$ cat src/verilog/ffe_pkg.sv
/*
 * Constants and state type for the floating-point feature and enable register bank.
 * Assumes the core clock and core reset drive every user of this package.
 */
`default_nettype none

package ffe_pkg;

    // ==========================================================================
    // Register select codes on the coprocessor transfer port
    // ==========================================================================
    localparam logic SEL_EXC = 1'b0;  // fp_exception_enable
    localparam logic SEL_FEAT = 1'b1; // media_fp_feature_second

    // ==========================================================================
    // fp_exception_enable layout
    // ==========================================================================
    localparam int ASYNC_BIT = 31;  // async_exception_bit, reads zero
    localparam int ENABLE_BIT = 30; // Global unit enable
    localparam int BOUNCE_BIT = 29; // vector_bounce_flag
    localparam int RSVD_MSB = 28;   // Bits 28..0 read zero
    localparam logic ENABLE_RST = 1'b0;
    localparam logic BOUNCE_RST = 1'b0;

    // ==========================================================================
    // media_fp_feature_second fields, all hard-wired
    // ==========================================================================
    localparam int FMAC_LSB = 28;
    localparam int SHALF_LSB = 24;
    localparam int VEC_LSB = 8;
    localparam int DNAN_LSB = 4;
    localparam int DENORM_LSB = 0;
    localparam logic [3:0] FUSED_MAC_FIELD = 4'h1;
    localparam logic [3:0] SCALAR_HALF_FIELD = 4'h1;
    localparam logic [15:0] VECTOR_FIELDS = 16'h0000; // half, single, integer, load/store
    localparam logic [3:0] DEFAULT_NAN_FIELD = 4'h1;
    localparam logic [3:0] DENORMAL_SUPPORT_FIELD = 4'h1;
    localparam logic [31:0] FEAT_SECOND_VALUE = {FUSED_MAC_FIELD, SCALAR_HALF_FIELD, VECTOR_FIELDS,
                                                 DEFAULT_NAN_FIELD, DENORMAL_SUPPORT_FIELD};
    localparam logic [31:0] RDATA_RST = 32'h0000_0000;

    // ==========================================================================
    // Whole state of the register bank
    // ==========================================================================
    typedef struct packed {
        logic enable;       // Global unit enable
        logic bounce;       // Vector bounce flag
        logic [31:0] rdata; // Read answer
        logic done;         // Transfer completed
        logic undef;        // Transfer refused
    } ffe_state_t;

endpackage

`default_nettype wire

$ cat src/verilog/ffe_regs.sv
/*
 * Floating-point feature and enable register bank: the read-only second
 * feature register and the exception/enable register, reached by core
 * coprocessor move transfers.
 * Assumes the core presents one transfer at most per cycle, on mclk, and that
 * the undefined-instruction event inputs are single-cycle pulses.
 */
// Functional notes
// RULE_01: Feature register top nibble reports fused multiply-accumulate support as one.
// RULE_02: Feature register bits 27..24 report scalar half precision support as one.
// RULE_03: Feature register bits 23..8, four vector capability nibbles, read zero.
// RULE_04: Feature register bits 7..4 report default NaN support as one.
// RULE_05: Feature register bits 3..0 report full denormal arithmetic support as one.
// RULE_06: Exception register bit 31 and bits 28..0 read zero, writes ignored.
// RULE_07: Exception register bit 30 is the global unit enable, one enables.
// RULE_08: Reset clears the global unit enable, unit starts disabled.
// RULE_09: A vector-operation bounce sets exception register bit 29.
// RULE_10: Any other undefined-instruction exception clears bit 29.
// RULE_11: Exception register needs privileged mode and both coprocessor access enables.
// RULE_12: In non-secure state both non-secure access bits must also be set.
// RULE_13: Reads use the coprocessor-to-core move, writes the core-to-coprocessor move.
// RULE_14: Feature register reads additionally need the global unit enable set.
// RULE_15: Feature register is read-only constant; writes do nothing.
`timescale 1ns/1ns
`default_nettype none

module ffe_regs (
    // Clock and reset
    input wire logic mclk,
    input wire logic rst,
    // Coprocessor transfer request
    input wire logic xfer_valid,
    input wire logic xfer_write,
    input wire logic xfer_sel,
    input wire logic [31:0] xfer_wdata,
    // Core privilege and access state
    input wire logic priv_mode,
    input wire logic nonsecure,
    input wire logic coproc_access_ctrl_fp_coproc_single,
    input wire logic coproc_access_ctrl_fp_coproc_double,
    input wire logic nonsecure_access_ctrl_fp_coproc_single,
    input wire logic nonsecure_access_ctrl_fp_coproc_double,
    // Undefined-instruction events
    input wire logic vector_bounce,
    input wire logic undef_other,
    // Transfer answer
    output logic xfer_done,
    output logic xfer_undef,
    output logic [31:0] xfer_rdata,
    // Unit state
    output logic fp_enable,
    output logic vector_bounce_flag
);

    // ==========================================================================
    // State and access verdicts
    // ==========================================================================
    ffe_pkg::ffe_state_t state_reg;
    ffe_pkg::ffe_state_t state_next;
    logic exc_ok;
    logic feat_ok;
    logic sel_ok;

    // Exception register image as software reads it
    function automatic logic [31:0] ffe_exc_image(input logic enable, input logic bounce);
        ffe_exc_image = 32'h0000_0000; // Async bit and low bits always zero [RULE_06]
        ffe_exc_image[ffe_pkg::ENABLE_BIT] = enable;
        ffe_exc_image[ffe_pkg::BOUNCE_BIT] = bounce;
    endfunction

    ffe_access_gate u_gate (
        .priv_mode(priv_mode),
        .nonsecure(nonsecure),
        .coproc_access_ctrl_fp_coproc_single(coproc_access_ctrl_fp_coproc_single),
        .coproc_access_ctrl_fp_coproc_double(coproc_access_ctrl_fp_coproc_double),
        .nonsecure_access_ctrl_fp_coproc_single(nonsecure_access_ctrl_fp_coproc_single),
        .nonsecure_access_ctrl_fp_coproc_double(nonsecure_access_ctrl_fp_coproc_double),
        .unit_enable(state_reg.enable),
        .exc_ok(exc_ok),
        .feat_ok(feat_ok)
    );

    // Verdict for whichever register the transfer names
    assign sel_ok = (xfer_sel == ffe_pkg::SEL_FEAT) ? feat_ok : exc_ok;

    // ==========================================================================
    // Next state
    // ==========================================================================
    // Transfer handling first, then exception events so a bounce wins last
    always_comb begin
        state_next = state_reg;
        state_next.done = 1'b0;
        state_next.undef = 1'b0;
        if (xfer_valid) begin
            if (!sel_ok) begin
                // Refused transfer raises an undefined instruction [RULE_11] [RULE_12] [RULE_14]
                state_next.undef = 1'b1;
                state_next.rdata = ffe_pkg::RDATA_RST;
            end else begin
                state_next.done = 1'b1;
                if (xfer_sel == ffe_pkg::SEL_FEAT) begin
                    // Constant image; a write leaves everything untouched [RULE_15]
                    if (!xfer_write) begin
                        // Low nibbles carry the NaN and denormal fields [RULE_04] [RULE_05]
                        state_next.rdata = ffe_pkg::FEAT_SECOND_VALUE; // [RULE_01] [RULE_02] [RULE_03]
                    end
                end else if (xfer_write) begin
                    // Core-to-coprocessor move: only bits 30 and 29 store [RULE_13] [RULE_06]
                    state_next.enable = xfer_wdata[ffe_pkg::ENABLE_BIT]; // [RULE_07]
                    state_next.bounce = xfer_wdata[ffe_pkg::BOUNCE_BIT];
                end else begin
                    // Coprocessor-to-core move [RULE_13]
                    state_next.rdata = ffe_exc_image(state_reg.enable, state_reg.bounce);
                end
            end
        end
        // Our own refusal counts as an undefined instruction too
        if (undef_other || (xfer_valid && !sel_ok)) begin
            state_next.bounce = 1'b0; // [RULE_10]
        end
        // Setting wins over any clear in the same cycle
        if (vector_bounce) begin
            state_next.bounce = 1'b1; // [RULE_09]
        end
    end

    // ==========================================================================
    // State register
    // ==========================================================================
    // Reset clears the enable, bounce flag, answer data and handshake bits; feature data is wired
    always_ff @(posedge mclk) begin
        if (rst) begin
            state_reg.enable <= ffe_pkg::ENABLE_RST; // [RULE_08]
            state_reg.bounce <= ffe_pkg::BOUNCE_RST;
            state_reg.rdata <= ffe_pkg::RDATA_RST;
            state_reg.done <= 1'b0;
            state_reg.undef <= 1'b0;
        end else begin
            state_reg <= state_next;
        end
    end

    // ==========================================================================
    // Outputs
    // ==========================================================================
    assign xfer_done = state_reg.done;
    assign xfer_undef = state_reg.undef;
    assign xfer_rdata = state_reg.rdata;
    assign fp_enable = state_reg.enable; // [RULE_07]
    assign vector_bounce_flag = state_reg.bounce;

    logic feat_read_ok;
    logic exc_read_ok;
    logic exc_write_ok;
    assign feat_read_ok = xfer_valid && !xfer_write && xfer_sel == ffe_pkg::SEL_FEAT && feat_ok;
    assign exc_read_ok = xfer_valid && !xfer_write && xfer_sel == ffe_pkg::SEL_EXC && exc_ok;
    assign exc_write_ok = xfer_valid && xfer_write && xfer_sel == ffe_pkg::SEL_EXC && exc_ok;
endmodule

`default_nettype wire

$ cat src/verilog/ffe_access_gate.sv
/*
 * Access gate for the register bank: privilege, coprocessor access and
 * non-secure access checks, plus the enable check for feature reads.
 * Assumes all inputs come from core logic on the same clock.
 */
`timescale 1ns/1ns
`default_nettype none

module ffe_access_gate (
    // Core state
    input wire logic priv_mode,
    input wire logic nonsecure,
    // coproc_access_ctrl enables
    input wire logic coproc_access_ctrl_fp_coproc_single,
    input wire logic coproc_access_ctrl_fp_coproc_double,
    // nonsecure_access_ctrl enables
    input wire logic nonsecure_access_ctrl_fp_coproc_single,
    input wire logic nonsecure_access_ctrl_fp_coproc_double,
    // Unit enable
    input wire logic unit_enable,
    // Verdicts
    output logic exc_ok,
    output logic feat_ok
);

    // ==========================================================================
    // Decoding
    // ==========================================================================
    // Both coprocessor numbers must agree; one alone grants nothing
    function automatic logic ffe_both_on(input logic single_en, input logic double_en);
        ffe_both_on = single_en & double_en;
    endfunction

    logic ns_ok;

    // Non-secure side needs both access bits set
    assign ns_ok = !nonsecure || ffe_both_on(nonsecure_access_ctrl_fp_coproc_single, nonsecure_access_ctrl_fp_coproc_double); // [RULE_12]
    // Exception register: privilege, coprocessor access and non-secure check
    assign exc_ok = priv_mode && ffe_both_on(coproc_access_ctrl_fp_coproc_single, coproc_access_ctrl_fp_coproc_double) && ns_ok; // [RULE_11]
    // Feature register also needs the unit switched on
    assign feat_ok = exc_ok && unit_enable; // [RULE_14]

endmodule

`default_nettype wire

$ cat config.mk
export PLATFORM = sky130hd
export DESIGN_NAME = ffe_regs
export DESIGN_NICKNAME = d
export VERILOG_FILES = /design/src/verilog/ffe_pkg.sv /design/src/verilog/ffe_regs.sv /design/src/verilog/ffe_access_gate.sv
export SDC_FILE = /design/constraint.sdc
export NUM_CORES = 1
export LEC_CHECK = 0
export ABC_AREA = 0
export BUFFER_PORTS_ARGS = -buffer_cell sky130_fd_sc_hd__buf_2
export CORE_UTILIZATION = 32
export DETAILED_ROUTE_END_ITERATION = 12
export GPL_TIMING_DRIVEN = 0
export PLACE_DENSITY = 0.83
export SETUP_SLACK_MARGIN = 0.02
export SKIP_LAST_GASP = 1
export SYNTH_ARGS = -nofsm -noshare
export SYNTH_HDL_FRONTEND = slang
export SYNTH_HIERARCHICAL = 1
export SYNTH_SLANG_ARGS = --single-unit
$ cat constraint.sdc
create_clock -name mclk -period 2.37 [get_ports mclk]
set_clock_uncertainty 0.2 [all_clocks]
set_input_delay 0 -clock mclk [delete_from_list [all_inputs] [get_ports mclk]]
set_output_delay 0 -clock mclk [all_outputs]
set_load 0.01 [all_outputs]
==> summary.md, run 1 <==
| Metric | Value |
|---|---|
| Syn_area_per_cell | `8.72 µm²` |
| Setup violators final | `0` |
| Gate Count Post-Synth | `68` |
| Initial DRT Pass Iterations | `4` |
| Pre-CTS worst setup slack | `0.947 ns` |
| Clock-pin transition on the worst setup and hold timing paths | `0.05 ns` |
| Sequential area share after synthesis | `23.6%` |
| Status | `finished clean` |
| Ant. Diodes | `0` |
| Worst hold margin | `0.0556 ns` |
| Clock Tree Root | `clkbuf_4` |
| Synth top area share | `36.7%` |
| Crit end category | `register` |
| Syn-to-layout area delta | `62.7%` |
| Min cycle time layout | `2.21 ns` |
| WL/cell | `7.81 µm` |
| RSZ-0062 raised after global routing | `false` |
| Max FO, Critical Path | `5` |
| Synth area leader | `buf_4` |
| Clk sinks | `7` |
| Hold Crit Class | `in2reg` |
| Comb pwr share | `29.7%` |
| Cell area power density | `342 nW/µm²` |
| Die Wd | `45.1 µm` |
| Worst VDD drop | `0.000243 V` |
| GRT Residual Overflow | `0` |
| Largest net degree at the start of global routing | `10` |
| CTS Buffer Depth | `2` |
| Initial Util | `34.3%` |
| Worst skew pair latency | `0.26 ns` |
| Synthesis Warnings | `6` |
| Period utilization | `93.2%` |
| Max_cap viols | `0` |
| Cell Rows | `15` |
| Pleak | `0.567 nW` |
| Seq pwr share | `36.8%` |
| Core Footprint | `1730 µm²` |
| Main synth FF type | `dfxtp_1` |
| Clock Power Share | `33.5%` |
| H-tree depth | `1` |
| Final WS setup | `0.161 ns` |
| DR vias | `581` |
| Fmax | `0.453 GHz` |
| Layout cells sized above 1 | `46.6%` |
| IO Count | `81` |
| First-pass GRT wire length | `1.88 mm` |
| Vias in the first global route | `490` |
| Worst EP required | `2.31 ns` |
| Net Switching | `91.0 µW` |
| Hold Fails Final Rpt | `0` |
| Dpl cell area | `838 µm²` |
| Vias per cell | `3.72` |
| Top cells by area, synth | `buf_4 37%, dfxtp_1 24%, mux2i_1 6.8%, nand3b_1 3.8%, nand2b_1 3.2%` |
| WL final | `1.22 mm` |
| Total Nets Final | `177` |
| Top-count cell post-synth | `buf_4` |
| Cts repair resizes | `0` |
| Crit path launch type | `input pin` |
| Post-route ant nets | `0` |
| Slew Viols, Final | `0` |
| Final TNS setup | `0 ns` |
| Die area | `2030 µm²` |
| CTS Buf Count | `3` |
| Worst Path Arrival | `2.15 ns` |
| EDFF count, synth | `0` |
| Detailed-placement wirelength estimate | `973 µm` |
| Pint | `239 µW` |
| PortBufs | `24` |
| Die height | `45.1 µm` |
| Async set-reset flop share out of synthesis | `0%` |
| CP Class | `in2reg` |
| Iteration-0 DRC Markers | `11` |
| Number of synthesized register bits | `7` |
| Final Instance Area | `965 µm²` |
| Mapped cell area | `593 µm²` |
| Most frequent cells after synthesis | `29 x buf_4, 7 x dfxtp_1, 4 x mux2i_1, 4 x nor2_1` |
| Antenna violations before repair | `0` |
| CTS tree | `yes` |
| RD Place Congestion | `0.784` |
| Switching share of power | `27.6%` |
| GRT Total Usage | `13.0%` |
| Yosys cell types | `22` |
| Residual DRC | `0` |
==> cell usage in the layout, fill, tap and decap left out <==
cell type	n
nand4b_1	1
dlygate4sd3_1	10
o211ai_1	1
nand3_1	1
nand2b_1	3
a21oi_1	1
inv_1	2
o21ai_1	1
and3b_1	1
clkbuf_4	3
mux2i_1	4
nor2_1	4
buf_2	24
nor3b_2	1
o22ai_1	1
a21oi_4	1
o21ai_0	1
and2b_2	1
buf_4	29
nand3b_1	3
clkbuf_1	1
conb_1	26
mux2_4	1
nor2b_1	2
dfxtp_1	7
a21boi_2	1
==> metrics by stage <==
step                      util, %  cells  total power [mW]
after CTS                    55.9    156             0.331
after global routing         55.9    156             0.351
after detailed placement     48.6    142             0.210
after global placement       48.6    142             0.209
after floorplan                 -     93             0.190
final                        55.9    156             0.330
==> layer usage <==
layer	GRT usage, %	share of wire (%)
met2	25.5	55
met5	0	0
met3	6.00	9.5
met4	3.64	0
met1	11.5	35
==> registers in the layout, summed over array words and instances (netlist names) <==
name	count
xfer_rdata	3
vector_bounce_flag	1
xfer_done	1
fp_enable	1
xfer_undef	1
==> path summary, 6_finish.rpt <==
path	start	depth (start not counted)	endpoint	slack, ns
hold / removal	xfer_sel	3	xfer_done	0.06
hold reg to reg	xfer_rdata[29]	2	xfer_rdata[29]	0.27
setup / recovery	xfer_write	7	fp_enable	0.16
setup reg to reg	fp_enable	4	fp_enable	0.44
==> power by group through the flow <==
stage / sequential [mW] / combinational (mW) / clock [mW]
2_1_floorplan: 0.125 / 0.0648 / 0
4_1_cts: 0.122 / 0.0959 / 0.113
6_report: 0.122 / 0.0980 / 0.111
3_3_place_gp: 0.124 / 0.0850 / 0
3_5_place_dp: 0.124 / 0.0864 / 0
5_1_grt: 0.122 / 0.107 / 0.122
==> timing repair <==
action / 4_1_cts / 5_1_grt
endpoints found under the hold margin: 7 / 0
setup endpoints to repair: 0 / 0
hold buffers: 10 / 0
buffers inserted: 0 / 0
==> cell type report <==
class | instances | area, µm²
multi-input combinational | 55 | 322
buffer | 29 | 218
timing repair buffer | 34 | 220
inverter | 2 | 7.51
tap | 25 | 31.3
clock buffer | 4 | 26.3
sequential | 7 | 140
fill | 169 | 762
==> cell families (layout without fill, tap and decap cells) <==
family	after synthesis	after routing	share of synthesized area, %
AOI/OAI and AO/OA	7	7	9.49
other	1	26	0.632
muxes	5	5	9.28
DFF	7	7	23.6
buffers and inverters	31	69	38.0
and+or+nand+nor	17	17	19.0
==> worst max-delay path, stage by stage <==
cell and delay (ns):
dlygate4sd3_1 0.53, buf_2 0.16, nand4b_1 0.12, mux2i_1 0.18, dlygate4sd3_1 0.56, nor2_1 0.04, dlygate4sd3_1 0.55
Power figures use the tool's default switching activity.
==> inputs of run 2 (changes only) <==
CORE_MARGIN = 2   (was default)
CORE_UTILIZATION = 34   (was 32)
CTS_BUF_LIST = sky130_fd_sc_hd__clkbuf_2   (was default)
PLACE_DENSITY = 0.91   (was 0.83)
==> run 2 against run 1 <==
- global-route usage shrank 0.34 points
- clock-buffer cell count is the same
- worst setup slack lost 0.0067 ns
- routed wire length grew 5.3%
- combinational power is essentially flat
- final cell count shrank 5.1%
- flip-flop and latch count is the same
- die area grew 3.2%
- sequential share of layout area grew 0.25 points
- register-to-register slack is essentially flat
- critical endpoint unchanged
==> summary.md, run 2 (synthesis gave the netlist of run 1 again) <==
| Metric | Value |
|---|---|
| Cell Rows | `15` |
| WL/cell | `8.68 µm` |
| Status | `finished clean` |
| GRT Residual Overflow | `0` |
| Critical-path top delay cell | `dlygate4sd3_1` |
| Ant. Diodes | `0` |
| Cells after DPL | `134` |
| Largest register FFs | `3` |
| Hold-fix buffers, CTS | `10` |
| Layout cells sized above 1 | `47.3%` |
| GRT Total Usage | `12.6%` |
| Pleak | `0.569 nW` |
| Max FO, Critical Path | `5` |
| Fillers | `162` |
| Die Wd | `45.8 µm` |
| H-tree depth | `1` |
| Slew Viols, Final | `0` |
| Pre-CTS worst setup slack | `0.949 ns` |
| Die height | `45.8 µm` |
| PortBufs | `24` |
| Most frequent cells in the layout | `29 x buf_4, 26 x conb_1, 24 x buf_2, 10 x dlygate4sd3_1, 7 x dfxtp_1` |
| CTS tree | `yes` |
| Ordered cell list for the critical path | `dlygate4sd3_1, buf_2, nand4b_1, mux2i_1, dlygate4sd3_1, nor2_1, dlygate4sd3_1` |
| Crit end category | `register` |
| CTS Buffer Depth | `2` |
| Final TNS setup | `0 ns` |
| Final Instance Area | `948 µm²` |
| Overall power | `313 µW` |
| Total Nets Final | `177` |
| Crit path depth | `7` |
| Min cycle time layout | `2.22 ns` |
| Die area | `2090 µm²` |
| CP bufs+invs | `4` |
| Vias per cell | `3.86` |
| Cell area power density | `330 nW/µm²` |
| Crit path launch type | `input pin` |
| Max_cap viols | `0` |
| Hold Fails Final Rpt | `0` |
| Final WS setup | `0.154 ns` |
| Worst EP required | `2.30 ns` |
| Clock Tree Root | `clkbuf_2` |
| Core Footprint | `1690 µm²` |
| Dpl cell area | `828 µm²` |
| Register-to-Register Path Depth | `4` |
| Post-route ant nets | `0` |
| Fmax | `0.451 GHz` |
| Commonest non-fill, non-tap cell in the layout | `buf_4` |
| Setup violators final | `0` |
| Critical path's largest stage delay | `0.57 ns` |
| Flop2flop setup slack | `0.43 ns` |
| Worst Path Arrival | `2.15 ns` |
| IO Count | `81` |
| Syn-to-layout area delta | `59.9%` |
| Worst hold margin | `0.0537 ns` |
| Setup repair bufs after CTS | `0` |
| RSZ-0062 raised after global routing | `false` |
| Clock-pin transition on the worst setup and hold timing paths | `0.08 ns` |
| CP top delay family | `buffers and inverters` |
| First-pass GRT wire length | `1.85 mm` |
| Vias in the first global route | `497` |
| Crit path launch | `xfer_write` |
| CTS Buf Count | `3` |
| Largest net degree at the start of global routing | `10` |
| Clk sinks | `7` |
| Worst skew pair latency | `0.24 ns` |
| Antenna violations before repair | `0` |
| Worst VDD drop | `0.000268 V` |
| CP Class | `in2reg` |
| Reg2Reg Launch Point | `fp_enable` |
| Worst R2R End | `fp_enable` |
| Initial Util | `35.1%` |
| Hold Crit Class | `in2reg` |
| Most frequent CP cell | `dlygate4sd3_1` |
| Final Core Density | `56.1%` |
| WL final | `1.28 mm` |
| Initial DRT Pass Iterations | `4` |
| Worst Setup EP | `fp_enable` |
| DR vias | `572` |
| Residual DRC | `0` |
| RD Place Congestion | `0.762` |
| Period utilization | `93.5%` |
| Cts repair resizes | `0` |
| Iteration-0 DRC Markers | `2` |
| Layout Cells excl Fill | `148` |
==> run 2: cell types whose count changed in the layout (fill, tap and decap cells not counted) <==
| cell | delta |
|---|---|
| clkbuf_4 | -3 |
| clkbuf_1 | -1 |
| clkbuf_2 | +4 |
==> run 2: layout make-up <==
cell class,instances,area [µm²],area share (%)
repair buffers,34,220,23.2
well taps,17,21.3,2.24
multi-input cells,55,322,33.9
plain buffers,29,218,23.0
clock buffers,4,20.0,2.11
flip-flops and latches,7,140,14.8
inverters,2,7.51,0.792
==> run 2: worst min-delay path, cell delays in order <==
cell	delay, ns
buf_2	0.13
mux2_4	0.20
nor2b_1	0.12
==> run 2: how the worst min path moves through the flow <==
stage	end	slack (ns)	start	depth (start not counted)
5_1_grt	xfer_done	0.07	xfer_sel	3
6_report	xfer_done	0.05	xfer_sel	3
3_3_place_gp	fp_enable	0.04	xfer_wdata[30]	3
3_5_place_dp	fp_enable	0.04	xfer_wdata[30]	3
2_1_floorplan	xfer_rdata[28]	-0.13	rst	1
4_1_cts	xfer_done	0.05	xfer_sel	3
==> run 2: metal layers <==
| metal | track usage (%) | wire, µm | part of all wire (%) |
|---|---|---|---|
| met4 | 8.57 | 19 | 1.5 |
| met3 | 4.76 | 109 | 8.5 |
| met5 | 0 | 0 | 0 |
| met1 | 9.59 | 370 | 29 |
| met2 | 25.1 | 784 | 61 |
==> run 2: power breakdown <==
| part | switching [mW] | total, mW | internal [mW] |
|---|---|---|---|
| Sequential | 0.00129 | 0.121 | 0.120 |
| Clock | 0.0485 | 0.0934 | 0.0449 |
| Combinational | 0.0433 | 0.0980 | 0.0547 |
| Total | 0.0931 | 0.313 | 0.220 |
